File: src/flmc_defs.svh
// Constants of the flash LED mode controller
// Contract
// Interface select high: mode pins control; low: they are serial data and clock
// Hardwired mode pins decode 00 off, 01 indicator, 10 torch, 11 flash
// Hardwired modes take their own set pin; tied high gives 10/125/500 mA defaults
// Output above 10.15 V switches converter off and reports fault via pin and status
// Serial mode answers bus address 0x60, sent by host as write address byte
// Serial write: subaddress byte picks one of four registers, next byte stored there
// Serial read returns register picked by last subaddress; fault status is register three
// Register bit 0 is least significant, bit 7 most significant
// Indicator code zero turns the indicator regulator off
// Indicator codes 1 to 7 keep indicator on at 2.5 mA times code
// Main LED code zero keeps the high-power regulator off
// Main LED codes 1 to 11 give torch, continuously on, strobe ignored
// Main LED codes 12 to 31 stay off until pin or software strobe
// Flash set pin high: main current is 35 mA plus code times 15 mA
// Enable pin low disables the whole device; high turns it on; code only forces main_mode, converter_on and indicator_on off
// Strobe pin enables flash in serial mode only; ignored in hardwired mode
// Interrupt output is open-drain, active low, falls when a fault occurs
// Mode pins are synchronised and filtered before decoding
`ifndef FLMC_DEFS_SVH
`define FLMC_DEFS_SVH
`define FLMC_ADDR_BYTE    8'h60
`define FLMC_OFF_DEV_HI   4'h0
`define FLMC_OFF_IRQ_STAT 8'h10
`define FLMC_OFF_IRQ_MASK 8'h14
`define FLMC_OFF_STATE    8'h18
`define FLMC_REG_RST      8'h00
`define FLMC_IRQ_RST      2'h0
`define FLMC_IDX_OUTSEL   2'h0
`define FLMC_IDX_CONFIG   2'h1
`define FLMC_IDX_FAULT    2'h3
`define FLMC_SWSTR_BIT    0
`define FLMC_TORCH_MAX    5'h0b
`define FLMC_DEF_IND      3'h4
`define FLMC_DEF_TORCH    5'h06
`define FLMC_DEF_FLASH    5'h1f
`define FLMC_MODE_STABLE  3'h4
`endif

File: src/flmc_pkg.sv
// Types shared by the flash LED mode controller
package flmc_pkg;
   typedef enum logic [1:0] {MAIN_OFF, MAIN_TORCH, MAIN_ARMED, MAIN_FLASH} flmc_main_t;
   typedef enum logic [2:0] {I2C_IDLE, I2C_RX, I2C_ACKW, I2C_ACK, I2C_TX, I2C_TXACK} flmc_i2c_st_t;
   typedef struct packed {
      logic       valid;
      logic [1:0] idx;
      logic [7:0] data;
   } flmc_wr_t;
endpackage

File: src/flmc_top.sv
// Flash LED mode controller: pin decode, register bank, fault and interrupt
`include "flmc_defs.svh"
module flmc_top
   import flmc_pkg::*;
(
   input  wire logic        clk,
   input  wire logic        sys_rst,
   input  wire logic        clk_en,
   input  wire logic        wb_cyc,
   input  wire logic        wb_stb,
   input  wire logic        wb_we,
   input  wire logic [7:0]  wb_adr,
   input  wire logic [3:0]  wb_sel,
   input  wire logic [31:0] wb_dat_w,
   output logic [31:0]      wb_dat_r,
   output logic             wb_ack,
   input  wire logic        interface_select,
   input  wire logic        mode_pin_high,
   input  wire logic        mode_pin_low,
   output logic             sda_out,
   output logic             sda_oe_n,
   input  wire logic        enable_pin,
   input  wire logic        strobe_input,
   input  wire logic        indicator_current_set_pin,
   input  wire logic        torch_current_set_pin,
   input  wire logic        flash_current_set_pin,
   input  wire logic        ov_detect,
   output logic             int_out,
   output logic             int_oe_n,
   output logic             irq,
   output flmc_main_t       main_mode,
   output logic             converter_on,
   output logic             indicator_on,
   output logic [2:0]       indicator_current_code,
   output logic [4:0]       main_led_current_code,
   output logic             ext_scale
);
   localparam int PIN_N = 9;

   function automatic logic at(input logic [7:0] a, input logic [7:0] off);
      return a == off;
   endfunction

   function automatic flmc_main_t main_of(input logic [4:0] c, input logic fire);
      if (c == 5'h00) return MAIN_OFF;
      if (c <= `FLMC_TORCH_MAX) return MAIN_TORCH;
      return fire ? MAIN_FLASH : MAIN_ARMED;
   endfunction

   // Pin synchronisers
   wire  [PIN_N-1:0] pin_raw = {ov_detect, flash_current_set_pin, torch_current_set_pin,
                                indicator_current_set_pin, strobe_input, enable_pin,
                                mode_pin_low, mode_pin_high, interface_select};
   logic [PIN_N-1:0] pin_s;

   for (genvar i = 0; i < PIN_N; i++) begin : g_sync
      logic s1_q;
      logic s2_q;
      always_ff @(posedge clk) begin
         if (sys_rst) begin
            s1_q <= 1'b0;
            s2_q <= 1'b0;
         end else if (clk_en) begin
            s1_q <= pin_raw[i];
            s2_q <= s1_q;
         end
      end
      assign pin_s[i] = s2_q;
   end

   wire interface_select_s = pin_s[0];
   wire hi_s   = pin_s[1];
   wire lo_s   = pin_s[2];
   wire en_s   = pin_s[3];
   wire str_s  = pin_s[4];
   wire indicator_current_set_pin_s = pin_s[5];
   wire torch_current_set_pin_s = pin_s[6];
   wire flash_current_set_pin_s = pin_s[7];
   wire ov_s   = pin_s[8];
   wire serial = ~interface_select_s;

   // Mode pins must hold one value for a few cycles before they are decoded;
   // serial traffic reads as 00 so that entering hardwired mode starts disabled
   wire  [1:0] hw_raw = serial ? 2'h0 : {hi_s, lo_s};
   logic [1:0] hw_cand_q;
   logic [1:0] hw_code_q;
   logic [2:0] hw_cnt_q;

   always_ff @(posedge clk) begin
      if (sys_rst) begin
         hw_cand_q <= 2'h0;
         hw_code_q <= 2'h0;
         hw_cnt_q  <= 3'h0;
      end else if (clk_en) begin
         if (hw_raw != hw_cand_q) begin
            hw_cand_q <= hw_raw;
            hw_cnt_q  <= 3'h0;
         end else if (hw_cnt_q != `FLMC_MODE_STABLE) begin
            hw_cnt_q <= hw_cnt_q + 3'h1;
         end else begin
            hw_code_q <= hw_cand_q;
         end
      end
   end

   // Serial slave on the shared mode pins
   flmc_wr_t   i2c_wr;
   logic [1:0] sub_idx;
   logic       sda_low;
   wire  [7:0] dev_w [4];

   flmc_i2c u_i2c (
      .clk     (clk),
      .sys_rst (sys_rst),
      .clk_en  (clk_en),
      .active  (serial),
      .scl_s   (hi_s),
      .sda_s   (lo_s),
      .rd_data (dev_w[sub_idx]),
      .wr      (i2c_wr),
      .sub_idx (sub_idx),
      .sda_low (sda_low)
   );

   assign sda_out  = 1'b0;
   assign sda_oe_n = ~sda_low;

   // Bus decode
   logic       wb_ack_q;
   logic [31:0] wb_dat_q;
   wire        wb_req  = wb_cyc & wb_stb & ~wb_ack_q;
   wire        wb_wr   = wb_req & wb_we & wb_sel[0];
   wire        dev_hit = wb_adr[7:4] == `FLMC_OFF_DEV_HI;
   wire [1:0]  wb_idx  = wb_adr[3:2];

   // Device registers; bus write wins over a serial write in the same cycle
   for (genvar r = 0; r < 3; r++) begin : g_reg
      logic [7:0] v_q;
      wire        wbw = wb_wr & dev_hit & (wb_idx == 2'(r));
      wire        srw = i2c_wr.valid & (i2c_wr.idx == 2'(r));
      always_ff @(posedge clk) begin
         if (sys_rst) v_q <= `FLMC_REG_RST;
         else if (clk_en && wbw) v_q <= wb_dat_w[7:0];
         else if (clk_en && srw) v_q <= i2c_wr.data;
      end
      assign dev_w[r] = v_q;
   end

   // Overvoltage fault, cleared by a zero to the output select or by mode pins 00
   logic fault_q;
   wire  clr_sw = (wb_wr & dev_hit & (wb_idx == `FLMC_IDX_OUTSEL) & (wb_dat_w[7:0] == 8'h00))
                | (i2c_wr.valid & (i2c_wr.idx == `FLMC_IDX_OUTSEL) & (i2c_wr.data == 8'h00));
   wire  clr_hw = ~serial & (hw_code_q == 2'h0);
   wire  fault_d = ov_s | (fault_q & ~(clr_sw | clr_hw));

   always_ff @(posedge clk) begin
      if (sys_rst) fault_q <= 1'b0;
      else if (clk_en) fault_q <= fault_d;
   end

   assign dev_w[`FLMC_IDX_FAULT] = {7'h00, fault_q};

   assign int_out  = 1'b0;
   assign int_oe_n = ~fault_q;

   // Mode and current code selection
   wire        sw_strobe = dev_w[`FLMC_IDX_CONFIG][`FLMC_SWSTR_BIT];
   wire        strobe_on = str_s | sw_strobe;
   wire        live      = en_s & ~fault_q;
   logic [2:0] ind_c;
   logic [4:0] main_c;
   logic       ext_c;

   always_comb begin
      ind_c  = 3'h0;
      main_c = 5'h00;
      ext_c  = 1'b0;
      if (serial) begin
         ind_c  = dev_w[`FLMC_IDX_OUTSEL][2:0];
         main_c = dev_w[`FLMC_IDX_OUTSEL][7:3];
         ext_c  = ~flash_current_set_pin_s;
      end else begin
         unique case (hw_code_q)
            2'h0: ;
            2'h1: begin
               ind_c = `FLMC_DEF_IND;
               ext_c = ~indicator_current_set_pin_s;
            end
            2'h2: begin
               main_c = `FLMC_DEF_TORCH;
               ext_c  = ~torch_current_set_pin_s;
            end
            2'h3: begin
               main_c = `FLMC_DEF_FLASH;
               ext_c  = ~flash_current_set_pin_s;
            end
         endcase
      end
   end

   // Strobe counts only in serial mode
   wire flmc_main_t mode_c = main_of(main_c, serial ? strobe_on : 1'b1);
   wire             conv_c = (mode_c == MAIN_TORCH) | (mode_c == MAIN_FLASH);

   always_ff @(posedge clk) begin
      if (sys_rst) begin
         main_mode              <= MAIN_OFF;
         converter_on           <= 1'b0;
         indicator_on           <= 1'b0;
         indicator_current_code <= 3'h0;
         main_led_current_code  <= 5'h00;
         ext_scale              <= 1'b0;
      end else if (clk_en) begin
         main_mode              <= live ? mode_c : MAIN_OFF;
         converter_on           <= live & conv_c;
         indicator_on           <= live & (ind_c != 3'h0);
         indicator_current_code <= ind_c;
         main_led_current_code  <= main_c;
         ext_scale              <= ext_c;
      end
   end

   // Interrupt status, write one to clear; a new event wins over the clear
   logic [1:0] irq_stat_q;
   logic [1:0] irq_mask_q;
   wire  [1:0] irq_ev  = {i2c_wr.valid, ov_s & ~fault_q};
   wire  [1:0] irq_w1c = (wb_wr & at(wb_adr, `FLMC_OFF_IRQ_STAT)) ? wb_dat_w[1:0] : 2'h0;

   always_ff @(posedge clk) begin
      if (sys_rst) begin
         irq_stat_q <= `FLMC_IRQ_RST;
         irq_mask_q <= `FLMC_IRQ_RST;
      end else if (clk_en) begin
         irq_stat_q <= irq_ev | (irq_stat_q & ~irq_w1c);
         if (wb_wr && at(wb_adr, `FLMC_OFF_IRQ_MASK)) irq_mask_q <= wb_dat_w[1:0];
      end
   end

   assign irq = |(irq_stat_q & irq_mask_q);

   // Read mux and single-cycle acknowledge
   wire [31:0] rd_c = dev_hit ? {24'h0, dev_w[wb_idx]}
                    : at(wb_adr, `FLMC_OFF_IRQ_STAT) ? {30'h0, irq_stat_q}
                    : at(wb_adr, `FLMC_OFF_IRQ_MASK) ? {30'h0, irq_mask_q}
                    : at(wb_adr, `FLMC_OFF_STATE) ? {26'h0, en_s, interface_select_s, hw_code_q, main_mode}
                    : 32'h0;

   always_ff @(posedge clk) begin
      if (sys_rst) begin
         wb_ack_q <= 1'b0;
         wb_dat_q <= 32'h0;
      end else if (clk_en) begin
         wb_ack_q <= wb_req;
         if (wb_req && !wb_we) wb_dat_q <= rd_c;
      end
   end

   assign wb_ack   = wb_ack_q;
   assign wb_dat_r = wb_dat_q;
endmodule // flmc_top

File: src/flmc_i2c.sv
// Two-wire serial slave of the flash LED mode controller
`include "flmc_defs.svh"
module flmc_i2c
   import flmc_pkg::*;
(
   input  wire logic       clk,
   input  wire logic       sys_rst,
   input  wire logic       clk_en,
   input  wire logic       active,
   input  wire logic       scl_s,
   input  wire logic       sda_s,
   input  wire logic [7:0] rd_data,
   output flmc_wr_t        wr,
   output logic [1:0]      sub_idx,
   output logic            sda_low
);
   flmc_i2c_st_t st_q;
   logic         scl_p_q;
   logic         sda_p_q;
   logic [7:0]   sh_q;
   logic [2:0]   cnt_q;
   logic         first_q;
   logic         sub_q;
   logic         rw_q;
   logic [1:0]   idx_q;
   flmc_wr_t     wr_q;

   wire       scl_rise  = scl_s & ~scl_p_q;
   wire       scl_fall  = ~scl_s & scl_p_q;
   wire       start     = scl_s & scl_p_q & sda_p_q & ~sda_s;
   wire       stop      = scl_s & scl_p_q & ~sda_p_q & sda_s;
   wire [7:0] byte_in   = {sh_q[6:0], sda_s};
   wire [7:0] addr_byte = `FLMC_ADDR_BYTE;
   wire       addr_ok   = byte_in[7:1] == addr_byte[7:1];

   always_ff @(posedge clk) begin
      if (sys_rst) begin
         st_q    <= I2C_IDLE;
         scl_p_q <= 1'b1;
         sda_p_q <= 1'b1;
         sh_q    <= 8'h00;
         cnt_q   <= 3'h0;
         first_q <= 1'b0;
         sub_q   <= 1'b0;
         rw_q    <= 1'b0;
         idx_q   <= 2'h0;
         wr_q    <= '0;
      end else if (clk_en) begin
         scl_p_q    <= scl_s;
         sda_p_q    <= sda_s;
         wr_q.valid <= 1'b0;
         if (!active || stop) begin
            st_q <= I2C_IDLE;
         end else if (start) begin
            st_q    <= I2C_RX;
            cnt_q   <= 3'h0;
            first_q <= 1'b1;
            sub_q   <= 1'b0;
         end else begin
            unique case (st_q)
               I2C_IDLE: ;
               I2C_RX: if (scl_rise) begin
                  // Bits arrive most significant first, bit 7 down to bit 0
                  sh_q  <= byte_in;
                  cnt_q <= cnt_q + 3'h1;
                  if (cnt_q == 3'h7) begin
                     st_q    <= I2C_ACKW;
                     first_q <= 1'b0;
                     if (first_q) begin
                        rw_q <= byte_in[0];
                        if (!addr_ok) st_q <= I2C_IDLE;
                     end else if (!sub_q) begin
                        sub_q <= 1'b1;
                        idx_q <= byte_in[1:0];
                     end else begin
                        wr_q <= '{valid: 1'b1, idx: idx_q, data: byte_in};
                     end
                  end
               end
               I2C_ACKW: if (scl_fall) st_q <= I2C_ACK;
               I2C_ACK: if (scl_fall) begin
                  cnt_q <= 3'h0;
                  sh_q  <= rd_data;
                  st_q  <= rw_q ? I2C_TX : I2C_RX;
               end
               I2C_TX: if (scl_fall) begin
                  sh_q  <= {sh_q[6:0], 1'b0};
                  cnt_q <= cnt_q + 3'h1;
                  if (cnt_q == 3'h7) st_q <= I2C_TXACK;
               end
               I2C_TXACK: if (scl_rise) st_q <= I2C_IDLE;
               default: st_q <= I2C_IDLE;
            endcase
         end
      end
   end

   assign wr      = wr_q;
   assign sub_idx = idx_q;
   assign sda_low = (st_q == I2C_ACK) | ((st_q == I2C_TX) & ~sh_q[7]);
endmodule // flmc_i2c

File: config.mk
export PLATFORM = sky130hd
export DESIGN_NAME = flmc_top
export DESIGN_NICKNAME = d
export VERILOG_FILES = /design/src/flmc_pkg.sv /design/src/flmc_top.sv /design/src/flmc_i2c.sv
export VERILOG_INCLUDE_DIRS = /design/src
export SDC_FILE = /design/constraint.sdc
export NUM_CORES = 1
export LEC_CHECK = 0
export BUFFER_PORTS_ARGS = -buffer_cell sky130_fd_sc_hd__buf_4
export CORE_MARGIN = 2
export CORE_UTILIZATION = 30
export CTS_CLUSTER_SIZE = 24
export DETAILED_ROUTE_END_ITERATION = 12
export GPL_TIMING_DRIVEN = 0
export SKIP_LAST_GASP = 1
export SLEW_MARGIN = 20
export SYNTH_ARGS = -nofsm -noshare
export SYNTH_HDL_FRONTEND = slang
export SYNTH_HIERARCHICAL = 1
export SYNTH_SLANG_ARGS = --single-unit
File: constraint.sdc
create_clock -name clk -period 2.4 [get_ports clk]
set_input_delay 0.12 -clock clk [delete_from_list [all_inputs] [get_ports clk]]
set_output_delay 0.12 -clock clk [all_outputs]
set_load 0.01 [all_outputs]
==> summary.txt, run 1 <==
Status
  – Result of the run: finished, final reports clean

Setup path
  – WP data required: 2640 ps
  – Category of the worst setup path capture point: register
  – FF-to-FF End: u_i2c/wr[3]
  – Crit path launch type: register
  – Setup slack of the most critical reg-to-reg path: 280 ps
  – R2R cell count: 6
  – Startpoint-to-endpoint class of the critical path: reg2reg
  – Arrival time worst endpoint: 2360 ps
  – Worst-path maximum fanout: 14
  – Beginning of the worst register-to-register path: g_sync[1].s2_q

STA
  – Number of max-slew violations in the final report: 0
  – Post-layout worst setup margin: 282.8 ps
  – Max_slew headroom: 43.40%
  – Setup repair after global routing missed its margin: no
  – Final setup fails: 0
  – Min cycle time layout: 2117 ps
  – Worst clock skew on the final layout: 14.51 ps
  – F_max: 472.3 MHz
  – Final total negative setup slack: 0 ps
  – Final hold vios: 0
  – Tcrit/Tclk final: 88.22%
  – Worst-Margin Slew: 849.1 ps

Cells and area
  – Final nets: 795
  – Area grow syn2layout: 21.25%
  – Filler cell count: 1890
  – Final cell utilization of the core: 37.02%
  – Share of final-layout standard cells stronger than drive strength 1: 21.57%
  – # diodes: 0

Floorplan
  – Std-Cell Core Area: 18710 um2
  – Starting Density: 30.53%
  – I/O pin total: 110
  – Placement Rows: 50
  – Vert. Die Dim: 142.0 um
  – Die area: 20150 um2
  – Horizontal extent of the die: 142.0 um

Place
  – Worst-case setup slack after placement: 286.1 ps
  – Detailed placement HPWL: 11550 um
  – Weighted congestion at the end of routability-driven global placement: 0.8567
  – Port Buffer Count: 55

Routing
  – 1st-pass router iterations: 5
  – Routed via count divided by cell count: 5.015
  – Number of DRC violations after detailed-routing iteration 0: 351
  – DRC Markers: 0
  – Total number of vias: 4870
  – Antenna violation net count after detailed routing: 0
  – Total Wirelength: 15730 um
  – Routed wire per std cell: 16.20 um

Synth
  – Cell taking the most area after synthesis: sky130_fd_sc_hd__dfxtp_1
  – Portion of synthesized cell area occupied by the leading cell type: 37.51%
  – Synth cell types: 69
  – Dominant cells by area after synthesis: sky130_fd_sc_hd__dfxtp_1 38%, sky130_fd_sc_hd__mux2i_1 13%, sky130_fd_sc_hd__nor2_1 6.0%, sky130_fd_sc_hd__a211oi_2 5.5%, sky130_fd_sc_hd__buf_4 3.9%
  – Register area share after synthesis: 37.51%
  – Number of enable flip-flop cells after synthesis: 0
  – Most used flip-flop cell after synthesis: sky130_fd_sc_hd__dfxtp_1
  – Leading cell type by number of instances after synthesis: sky130_fd_sc_hd__dfxtp_1
  – Mapped Area: 5710 um2
  – Flip-flop and latch count after synthesis: 107
  – Async S/R FF share, synth: 0%
  – Top cells by instance count after synthesis: 107 x sky130_fd_sc_hd__dfxtp_1, 91 x sky130_fd_sc_hd__nor2_1, 75 x sky130_fd_sc_hd__mux2i_1
  – Mean post-synth cell area: 9.036 um2
  – Warnings, synthesis: 6
  – Gate Count Post-Synth: 632

CTS
  – Number of hold buffers added after cts: 9
  – Cell at the root of the clock tree: sky130_fd_sc_hd__clkbuf_16
  – Quantity of gates resized following cts: 0
  – Clock latency on the worst-skew pair: 370 ps
  – Clock buffer count from CTS: 9
  – Register clock-pin slew on the reported worst setup and hold paths: 80 ps
  – TritonCTS clock tree: built
  – Max H-tree Level: 3
  – Number of post-CTS setup repair buffers: 0
  – Clock sink total: 107
  – Worst-case clock buffer depth: 2

Global routing
  – Global Route Usage Sum: 16.16%
  – Maximum number of pins on one net before global-route repair: 23
  – Global-route wire length before repair: 25590 um
  – Total congestion overflow: 0
  – Initial antenna violation count: 0
  – Vias in the first global route: 4563

Worst hold path
  – Worst hold stages: 3
  – Sink of the worst hold path: g_sync[2].s1_q
  – Class of the tightest hold or removal check: in2reg
  – Launch point of the worst hold path: mode_pin_low

Power and ir drop
  – Cell leakage power: 2.721 nW
  – Worst vdd ir: 0.0003096 V
  – P per Cell Area: 538.4 nW/um2

Flow run
  – # Max-Cap Violations: 0
## stage by stage
step / instances / hold WS [ps] / power (mW) / instance area (um2)
after floorplan: 657 / 218.6 / 2.073 / 5804
after global placement: 946 / 354.8 / 2.198 / 6510
after detailed placement: 946 / 362.9 / 2.199 / 6510
after CTS: 971 / 4.554 / 3.761 / 6924
after global routing: 971 / 25.88 / 3.876 / 6924
final: 971 / 9.266 / 3.728 / 6924
## worst max path at each step
stage / start / endpoint / slack [ps] / depth (start not counted)
final: g_sync[1].s2_q / u_i2c/wr[3] / 280 / 6
after global routing: g_sync[1].s2_q / u_i2c/wr[0] / 40 / 6
after CTS: g_sync[1].s2_q / u_i2c/wr[3] / 280 / 6
after detailed placement: g_sync[1].s2_q / u_i2c/wr[3] / 290 / 6
after global placement: g_sync[1].s2_q / u_i2c/wr[2] / 270 / 6
after floorplan: g_sync[1].s2_q / u_i2c/wr[2] / 670 / 6
## cells in the final DEF, fill, tap and decap left out, types with 5 or more instances in the layout
cell type,count
sky130_fd_sc_hd__conb_1,26
sky130_fd_sc_hd__nor2_1,91
sky130_fd_sc_hd__a211oi_2,25
sky130_fd_sc_hd__o21ai_0,18
sky130_fd_sc_hd__nand2_1,48
sky130_fd_sc_hd__clkinv_8,5
sky130_fd_sc_hd__nor4_1,5
sky130_fd_sc_hd__mux2i_1,75
sky130_fd_sc_hd__clkbuf_1,15
sky130_fd_sc_hd__o2bb2ai_1,9
sky130_fd_sc_hd__dlygate4sd3_1,9
sky130_fd_sc_hd__dfxtp_1,107
sky130_fd_sc_hd__buf_4,85
sky130_fd_sc_hd__clkbuf_16,9
sky130_fd_sc_hd__buf_2,14
sky130_fd_sc_hd__nor2b_1,10
sky130_fd_sc_hd__a21oi_1,25
sky130_fd_sc_hd__nor3_1,11
sky130_fd_sc_hd__nand3b_1,7
sky130_fd_sc_hd__nand3_1,17
sky130_fd_sc_hd__nand4b_1,7
sky130_fd_sc_hd__a221oi_1,6
sky130_fd_sc_hd__a311oi_1,13
sky130_fd_sc_hd__inv_1,9
sky130_fd_sc_hd__nand2b_1,8
## routing by layer
metal	wire [um]	vias up	GRT usage, %
li1	-	2438	-
met1	7341	2269	22.26
met2	7260	148	25.47
met3	856	15	3.567
met4	270	0	4.632
met5	0	-	0
## state kept, by name, indices dropped and copies added (netlist names), 5 cells and up
signal,cells
g.v_q,24
g_sync.s1_q,9
g_sync.s2_q,7
main_led_current_code,5
u_i2c/sh_q,8
u_i2c/wr,11
wb_dat_r,8
## area by class of cell
class,instances,area (um2),share of cell area [%]
plain buffers,67,411.6,5.945
flip-flops and latches,107,2142,30.94
clock buffers,9,225.2,3.253
repair buffers,64,503.0,7.264
inverters,11,41.29,0.5963
well taps,234,292.8,4.228
multi-input cells,472,3209,46.35
clock inverters,7,98.84,1.428
## power breakdown
part	total, mW	switching [mW]	internal [mW]	leakage (nW)
registers	1.83	0.0269	1.81	0.867
clock network	1.56	0.802	0.755	0.154
logic	0.338	0.188	0.150	1.70
## kinds of logic (layout without fill, tap and decap cells)
kind of cell | after synthesis | count (layout) | synth area share (%)
AO/OA/AOI/OAI | 127 | 127 | 17.75
XOR/XNOR | 2 | 2 | 0.3068
adder cells (fa/ha/maj) | 4 | 4 | 0.8765
buffers and inverters | 78 | 158 | 7.931
flip-flops | 107 | 107 | 37.51
multiplexers | 77 | 77 | 13.94
other | 1 | 26 | 0.06567
AND/OR/NAND/NOR | 236 | 236 | 21.63
## worst max-delay path: stages (launching register included)
cell and delay [ps]:
sky130_fd_sc_hd__dfxtp_1 660, sky130_fd_sc_hd__nor2b_1 190, sky130_fd_sc_hd__nand4b_1 240, sky130_fd_sc_hd__nor4_2 350
sky130_fd_sc_hd__buf_4 280, sky130_fd_sc_hd__mux2i_1 220, sky130_fd_sc_hd__nor2_1 50
(Power assumes the default switching activity.)
==> run 2, diff against run 1 <==
clock period = 2.15 ns   (was 2.4 ns; I/O delays follow)
==> summary.txt, run 2 (same netlist as run 1, synthesis figures left out) <==
Cells and area
  – Highest-count cells in the layout ignoring fill and taps: 106 x sky130_fd_sc_hd__dfxtp_1, 91 x sky130_fd_sc_hd__nor2_1, 87 x sky130_fd_sc_hd__buf_4, 75 x sky130_fd_sc_hd__mux2i_1, 48 x sky130_fd_sc_hd__nand2_1
  – # diodes: 0 (unchanged)
  – Filler cell count: 1885 (-0.26%)
  – Final nets: 797 (+0.25%)
  – Most common cell after layout, fill and taps aside: sky130_fd_sc_hd__dfxtp_1
  – Flip-flop and latch area: 2143 um2 (about the same)
  – Area grow syn2layout: 21.69%
  – Non-Filler Cell Area, Final: 6949 um2 (+0.36%)
  – Largest register FFs: 24 (unchanged)
  – Share of final-layout standard cells stronger than drive strength 1: 22.06% (+0.48 points)
  – Number of cells in the finished layout apart from fillers: 973 (+0.21%)
  – Final cell utilization of the core: 37.15% (+0.13 points)
  – Multi-input logic area: 3212 um2 (about the same)
  – Register with the most flip-flops: g.v_q

STA
  – Setup repair after global routing missed its margin: yes
  – Final setup fails: 0 (unchanged)
  – Post-layout worst setup margin: 184.5 ps (-98.32 ps)
  – Min cycle time layout: 1966 ps (-151.7 ps)
  – F_max: 508.8 MHz (+7.7%)
  – Tcrit/Tclk final: 91.42% (+3.2 points)
  – Number of max-slew violations in the final report: 0 (unchanged)
  – Final total negative setup slack: 0 ps (unchanged)
  – Worst clock skew on the final layout: 15.66 ps (+1.146 ps)
  – Final hold vios: 0 (unchanged)
  – Max_slew headroom: 43.47% (+0.073 points)
  – Worst-Margin Slew: 848.0 ps (-1.099 ps)
  – Post-Route Hold Slack: 37.98 ps (+28.72 ps)

Place
  – Weighted congestion at the end of routability-driven global placement: 0.8567 (unchanged)
  – Detailed placement HPWL: 11550 um (unchanged)
  – Placed inst area: 6510 um2 (unchanged)
  – Placed cell count: 946 (unchanged)
  – Worst-case setup slack after placement: 36.12 ps (-250.0 ps)
  – Port Buffer Count: 55 (unchanged)

CTS
  – Worst-case clock buffer depth: 2 (unchanged)
  – Register clock-pin slew on the reported worst setup and hold paths: 80 ps (about the same)
  – Cell at the root of the clock tree: sky130_fd_sc_hd__clkbuf_16
  – Clock buffer count from CTS: 9 (unchanged)
  – TritonCTS clock tree: built
  – Clock latency on the worst-skew pair: 380 ps (about the same)
  – Clock sink total: 107 (unchanged)
  – Max H-tree Level: 3 (unchanged)

Routing
  – Met3 routed WL: 812 um (-5.1%)
  – Routed metal-1 wirelength: 7326 um (-0.20%)
  – Sum of met2 wire segment lengths after detailed routing: 7295 um (+0.48%)
  – Antenna violation net count after detailed routing: 0 (unchanged)
  – Routed via count divided by cell count: 5.079 (+1.3%)
  – 1st-pass router iterations: 5 (unchanged)
  – Routed wire per std cell: 16.18 um (about the same)
  – DRC Markers: 0 (unchanged)
  – Total number of vias: 4942 (+1.5%)
  – Number of DRC violations after detailed-routing iteration 0: 336 (-4.3%)
  – Topmost layer with routed signal wires: met4
  – Total Wirelength: 15750 um (+0.12%)

Setup path
  – Worst-path maximum fanout: 10 (-4)
  – Arrival time worst endpoint: 2210 ps (-150 ps)
  – WP data required: 2390 ps (-250 ps)
  – Crit path launch type: register
  – Startpoint-to-endpoint class of the critical path: reg2reg
  – CP Launch Point: g_sync[0].s2_q
  – Beginning of the worst register-to-register path: g_sync[0].s2_q
  – Category of the worst setup path capture point: register

Floorplan
  – Std-Cell Core Area: 18710 um2 (unchanged)
  – Vert. Die Dim: 142.0 um (unchanged)
  – Horizontal extent of the die: 142.0 um (unchanged)
  – Die area: 20150 um2 (unchanged)
  – I/O pin total: 110 (unchanged)
  – Placement Rows: 50 (unchanged)
  – Starting Density: 30.53% (unchanged)

Global routing
  – Global-route wire length before repair: 25610 um (about the same)
  – Global Route Usage Sum: 16.16% (about the same)
  – Vias in the first global route: 4566 (+0.066%)
  – Initial antenna violation count: 0 (unchanged)
  – Maximum number of pins on one net before global-route repair: 23 (unchanged)
  – Total congestion overflow: 0 (unchanged)

Power and ir drop
  – P per Cell Area: 600.3 nW/um2 (+11%)
  – Worst vdd ir: 0.0003494 V (+13%)
  – Cell leakage power: 2.732 nW (+0.43%)
  – Overall power after layout: 4.172 mW (+12%)

Status
  – Result of the run: finished, final reports clean

Worst hold path
  – Launch point of the worst hold path: wb_dat_w[0]
  – Class of the tightest hold or removal check: in2reg

Flow run
  – # Max-Cap Violations: 0 (unchanged)
run 2: metal layers:
| metal | vias up | global-route usage, % |
|---|---|---|
| li1 | 2451 | - |
| met1 | 2314 | 22.28 |
| met2 | 160 | 25.47 |
| met3 | 17 | 3.567 |
| met4 | 0 | 4.632 |
| met5 | - | 0 |
run 2: where the power goes:
part,internal (mW),switching [mW],leakage [nW]
clock,0.843,0.903,0.154
sequential,2.02,0.0301,0.868
combinational,0.170,0.211,1.71
run 2: path summary, 6_finish.rpt:
| check | endpoint | slack, ps | depth (start not counted) |
|---|---|---|---|
| max | u_i2c/wr[3] | 180 | 7 |
| min | irq_mask_q[0] | 40 | 3 |
| max reg2reg | u_i2c/wr[3] | 180 | 7 |
| min reg2reg | wb_dat_r[6] | 460 | 2 |
run 2: critical path, stage by stage (launching register included):
cell	delay, ps
sky130_fd_sc_hd__dfxtp_1	300
sky130_fd_sc_hd__buf_2	170
sky130_fd_sc_hd__inv_2	210
sky130_fd_sc_hd__nand3_2	230
sky130_fd_sc_hd__nor4_2	370
sky130_fd_sc_hd__buf_4	280
sky130_fd_sc_hd__mux2i_1	220
sky130_fd_sc_hd__nor2_1	50
run 2: layout make-up:
type,instances,share of cell area (%)
clock inverter,7,1.422
timing repair buffer,67,7.598
clock buffer,9,3.241
inverter,11,0.5942
sequential,107,30.84
multi-input combinational,472,46.22
tap,234,4.213
buffer,66,5.870
run 2: repair_timing:
item                                   CTS  global route
endpoints found under the hold margin   11             0
setup endpoints to repair                0            19
gates resized for setup                  0             2
hold buffers                            10             0
setup buffers                            0             2
==> run 3, diff against run 2 <==
CORE_ASPECT_RATIO = 1.1   (was default)
==> summary.txt, run 3 (same netlist as run 1, synthesis figures left out) <==
Status
  – Result of the run: finished, final reports clean

Floorplan
  – I/O pin total: 110 (unchanged)
  – Starting Density: 30.80% (+0.27 points)
  – Die area: 20160 um2 (about the same)
  – Std-Cell Core Area: 18540 um2 (-0.87%)
  – Placement Rows: 52 (+4.0%)
  – Vert. Die Dim: 148.7 um (+4.7%)
  – Horizontal extent of the die: 135.5 um (-4.5%)

CTS
  – Clock sink total: 107 (unchanged)
  – Register clock-pin slew on the reported worst setup and hold paths: 70 ps (about the same)
  – Cell at the root of the clock tree: sky130_fd_sc_hd__clkbuf_16
  – Clock buffer count from CTS: 9 (unchanged)
  – Worst-case clock buffer depth: 2 (unchanged)
  – Max H-tree Level: 3 (unchanged)
  – TritonCTS clock tree: built
  – Clock latency on the worst-skew pair: 370 ps (about the same)

Routing
  – DRC Markers: 0 (unchanged)
  – Routed wire per std cell: 15.90 um (-1.8%)
  – Total number of vias: 4908 (-0.69%)
  – Number of DRC violations after detailed-routing iteration 0: 280 (-17%)
  – Routed via count divided by cell count: 5.003 (-1.5%)
  – 1st-pass router iterations: 5 (unchanged)
  – Antenna violation net count after detailed routing: 0 (unchanged)
  – Total Wirelength: 15600 um (-0.97%)

Setup path
  – Crit path launch type: register
  – Startpoint-to-endpoint class of the critical path: reg2reg
  – Worst-path maximum fanout: 14 (+4)
  – WP data required: 2380 ps (about the same)
  – Arrival time worst endpoint: 2220 ps (about the same)
  – Category of the worst setup path capture point: register

STA
  – Number of max-slew violations in the final report: 0 (unchanged)
  – Max_slew headroom: 46.57% (+3.1 points)
  – Final hold vios: 0 (unchanged)
  – Min cycle time layout: 1995 ps (+29.85 ps)
  – Final setup fails: 0 (unchanged)
  – Setup repair after global routing missed its margin: yes
  – F_max: 501.2 MHz (-1.5%)
  – Worst-Margin Slew: 801.4 ps (-46.57 ps)
  – Worst clock skew on the final layout: 9.898 ps (-5.762 ps)
  – Tcrit/Tclk final: 92.81% (+1.4 points)
  – Post-Route Hold Slack: 50.28 ps (+12.30 ps)

Global routing
  – Initial antenna violation count: 0 (unchanged)
  – Total congestion overflow: 0 (unchanged)
  – Global-route wire length before repair: 25050 um (-2.2%)
  – Vias in the first global route: 4615 (+1.1%)
  – Global Route Usage Sum: 15.82% (-0.35 points)
  – Maximum number of pins on one net before global-route repair: 18 (-22%)

Cells and area
  – Most common cell after layout, fill and taps aside: sky130_fd_sc_hd__dfxtp_1
  – Highest-count cells in the layout ignoring fill and taps: 106 x sky130_fd_sc_hd__dfxtp_1, 91 x sky130_fd_sc_hd__nor2_1, 87 x sky130_fd_sc_hd__buf_4, 75 x sky130_fd_sc_hd__mux2i_1, 48 x sky130_fd_sc_hd__nand2_1
  – Non-Filler Cell Area, Final: 6943 um2 (about the same)
  – Share of final-layout standard cells stronger than drive strength 1: 21.82% (-0.24 points)
  – Largest register FFs: 24 (unchanged)
  – # diodes: 0 (unchanged)
  – Area grow syn2layout: 21.58% (about the same)
  – Final nets: 797 (unchanged)
  – Register with the most flip-flops: g.v_q

Power and ir drop
  – P per Cell Area: 597.9 nW/um2 (-0.40%)
  – Overall power after layout: 4.151 mW (-0.49%)
  – Worst vdd ir: 0.0004539 V (+30%)
  – Cell leakage power: 2.728 nW (-0.16%)

Place
  – Port Buffer Count: 55 (unchanged)
  – Placed inst area: 6521 um2 (+0.17%)
  – Detailed placement HPWL: 11730 um (+1.5%)
  – Weighted congestion at the end of routability-driven global placement: 0.8590 (+0.27%)

Worst hold path
  – Class of the tightest hold or removal check: in2reg

Flow run
  – # Max-Cap Violations: 0 (unchanged)
==> run 3: cell types whose count changed in the layout (fill, tap and decap cells not counted) <==
cell / previous run / this run
sky130_fd_sc_hd__clkinv_8: 5 / 0
sky130_fd_sc_hd__bufinv_16: 0 / 1
sky130_fd_sc_hd__clkbuf_8: 0 / 1
sky130_fd_sc_hd__clkinv_2: 0 / 1
sky130_fd_sc_hd__inv_6: 1 / 2
sky130_fd_sc_hd__nor2b_1: 9 / 10
sky130_fd_sc_hd__nor2b_2: 1 / 0
sky130_fd_sc_hd__nor4_2: 1 / 0
sky130_fd_sc_hd__nor4_4: 1 / 2
==> run 3: worst paths after layout <==
path	start	endpoint	slack [ps]	cells past startpoint
hold / removal	wb_dat_w[1]	irq_mask_q[1]	50	3
hold reg to reg	wb_dat_r[7]	wb_dat_r[7]	460	2
setup reg to reg	g_sync[1].s2_q	u_i2c/wr[2]	150	6
setup / recovery	g_sync[1].s2_q	u_i2c/wr[2]	150	6
==> run 3: where the power goes <==
part           switching, mW  internal [mW]
sequential            0.0306           2.02
clock                  0.785          0.937
combinational          0.213          0.169
total                   1.03           3.12
==> run 3: metal layers <==
metal	GRT usage [%]	vias to the layer above	part of all wire, %
met5	0	-	0
met4	3.854	0	1.5
met3	4.022	20	4.1
met2	26.49	101	49
met1	20.35	2343	46
li1	-	2444	-
==> run 3: timing repair <==
action,4_1_cts,5_1_grt
endpoints found under the setup margin,7,10
gates cloned,0,0
resized for setup,1,1
endpoints found under the hold margin,11,0
hold buffers,10,0
buffers inserted,0,2
==> run 3: cell type report <==
class	count	area (um2)
buffer	66	407.9
sequential	107	2143
inverter	11	41.29
timing repair buffer	67	528.0
fill	1921	11600
clock buffer	10	239.0
clock inverter	5	61.31
tap	243	304.0
multi-input combinational	472	3218
==> run 3: per-stage QoR <==
stage / setup TNS [ps] / setup slack (ps) / instances / util, %
after floorplan: 0 / 415.1 / 657 / -
after global routing: -4.697 / -4.697 / 981 / 37.44
after detailed placement: 0 / 19.62 / 955 / 35.17
final: 0 / 154.6 / 981 / 37.44
after CTS: 0 / 105.2 / 980 / 37.33
after global placement: -8.047 / -5.795 / 955 / 35.17
==> run 3: worst max-delay path: stages (launching register included) <==
cell	delay, ps
sky130_fd_sc_hd__dfxtp_2	530
sky130_fd_sc_hd__nor2b_1	190
sky130_fd_sc_hd__nand4b_1	270
sky130_fd_sc_hd__nor4_4	330
sky130_fd_sc_hd__buf_4	270
sky130_fd_sc_hd__mux2i_1	200
sky130_fd_sc_hd__nor2_1	60
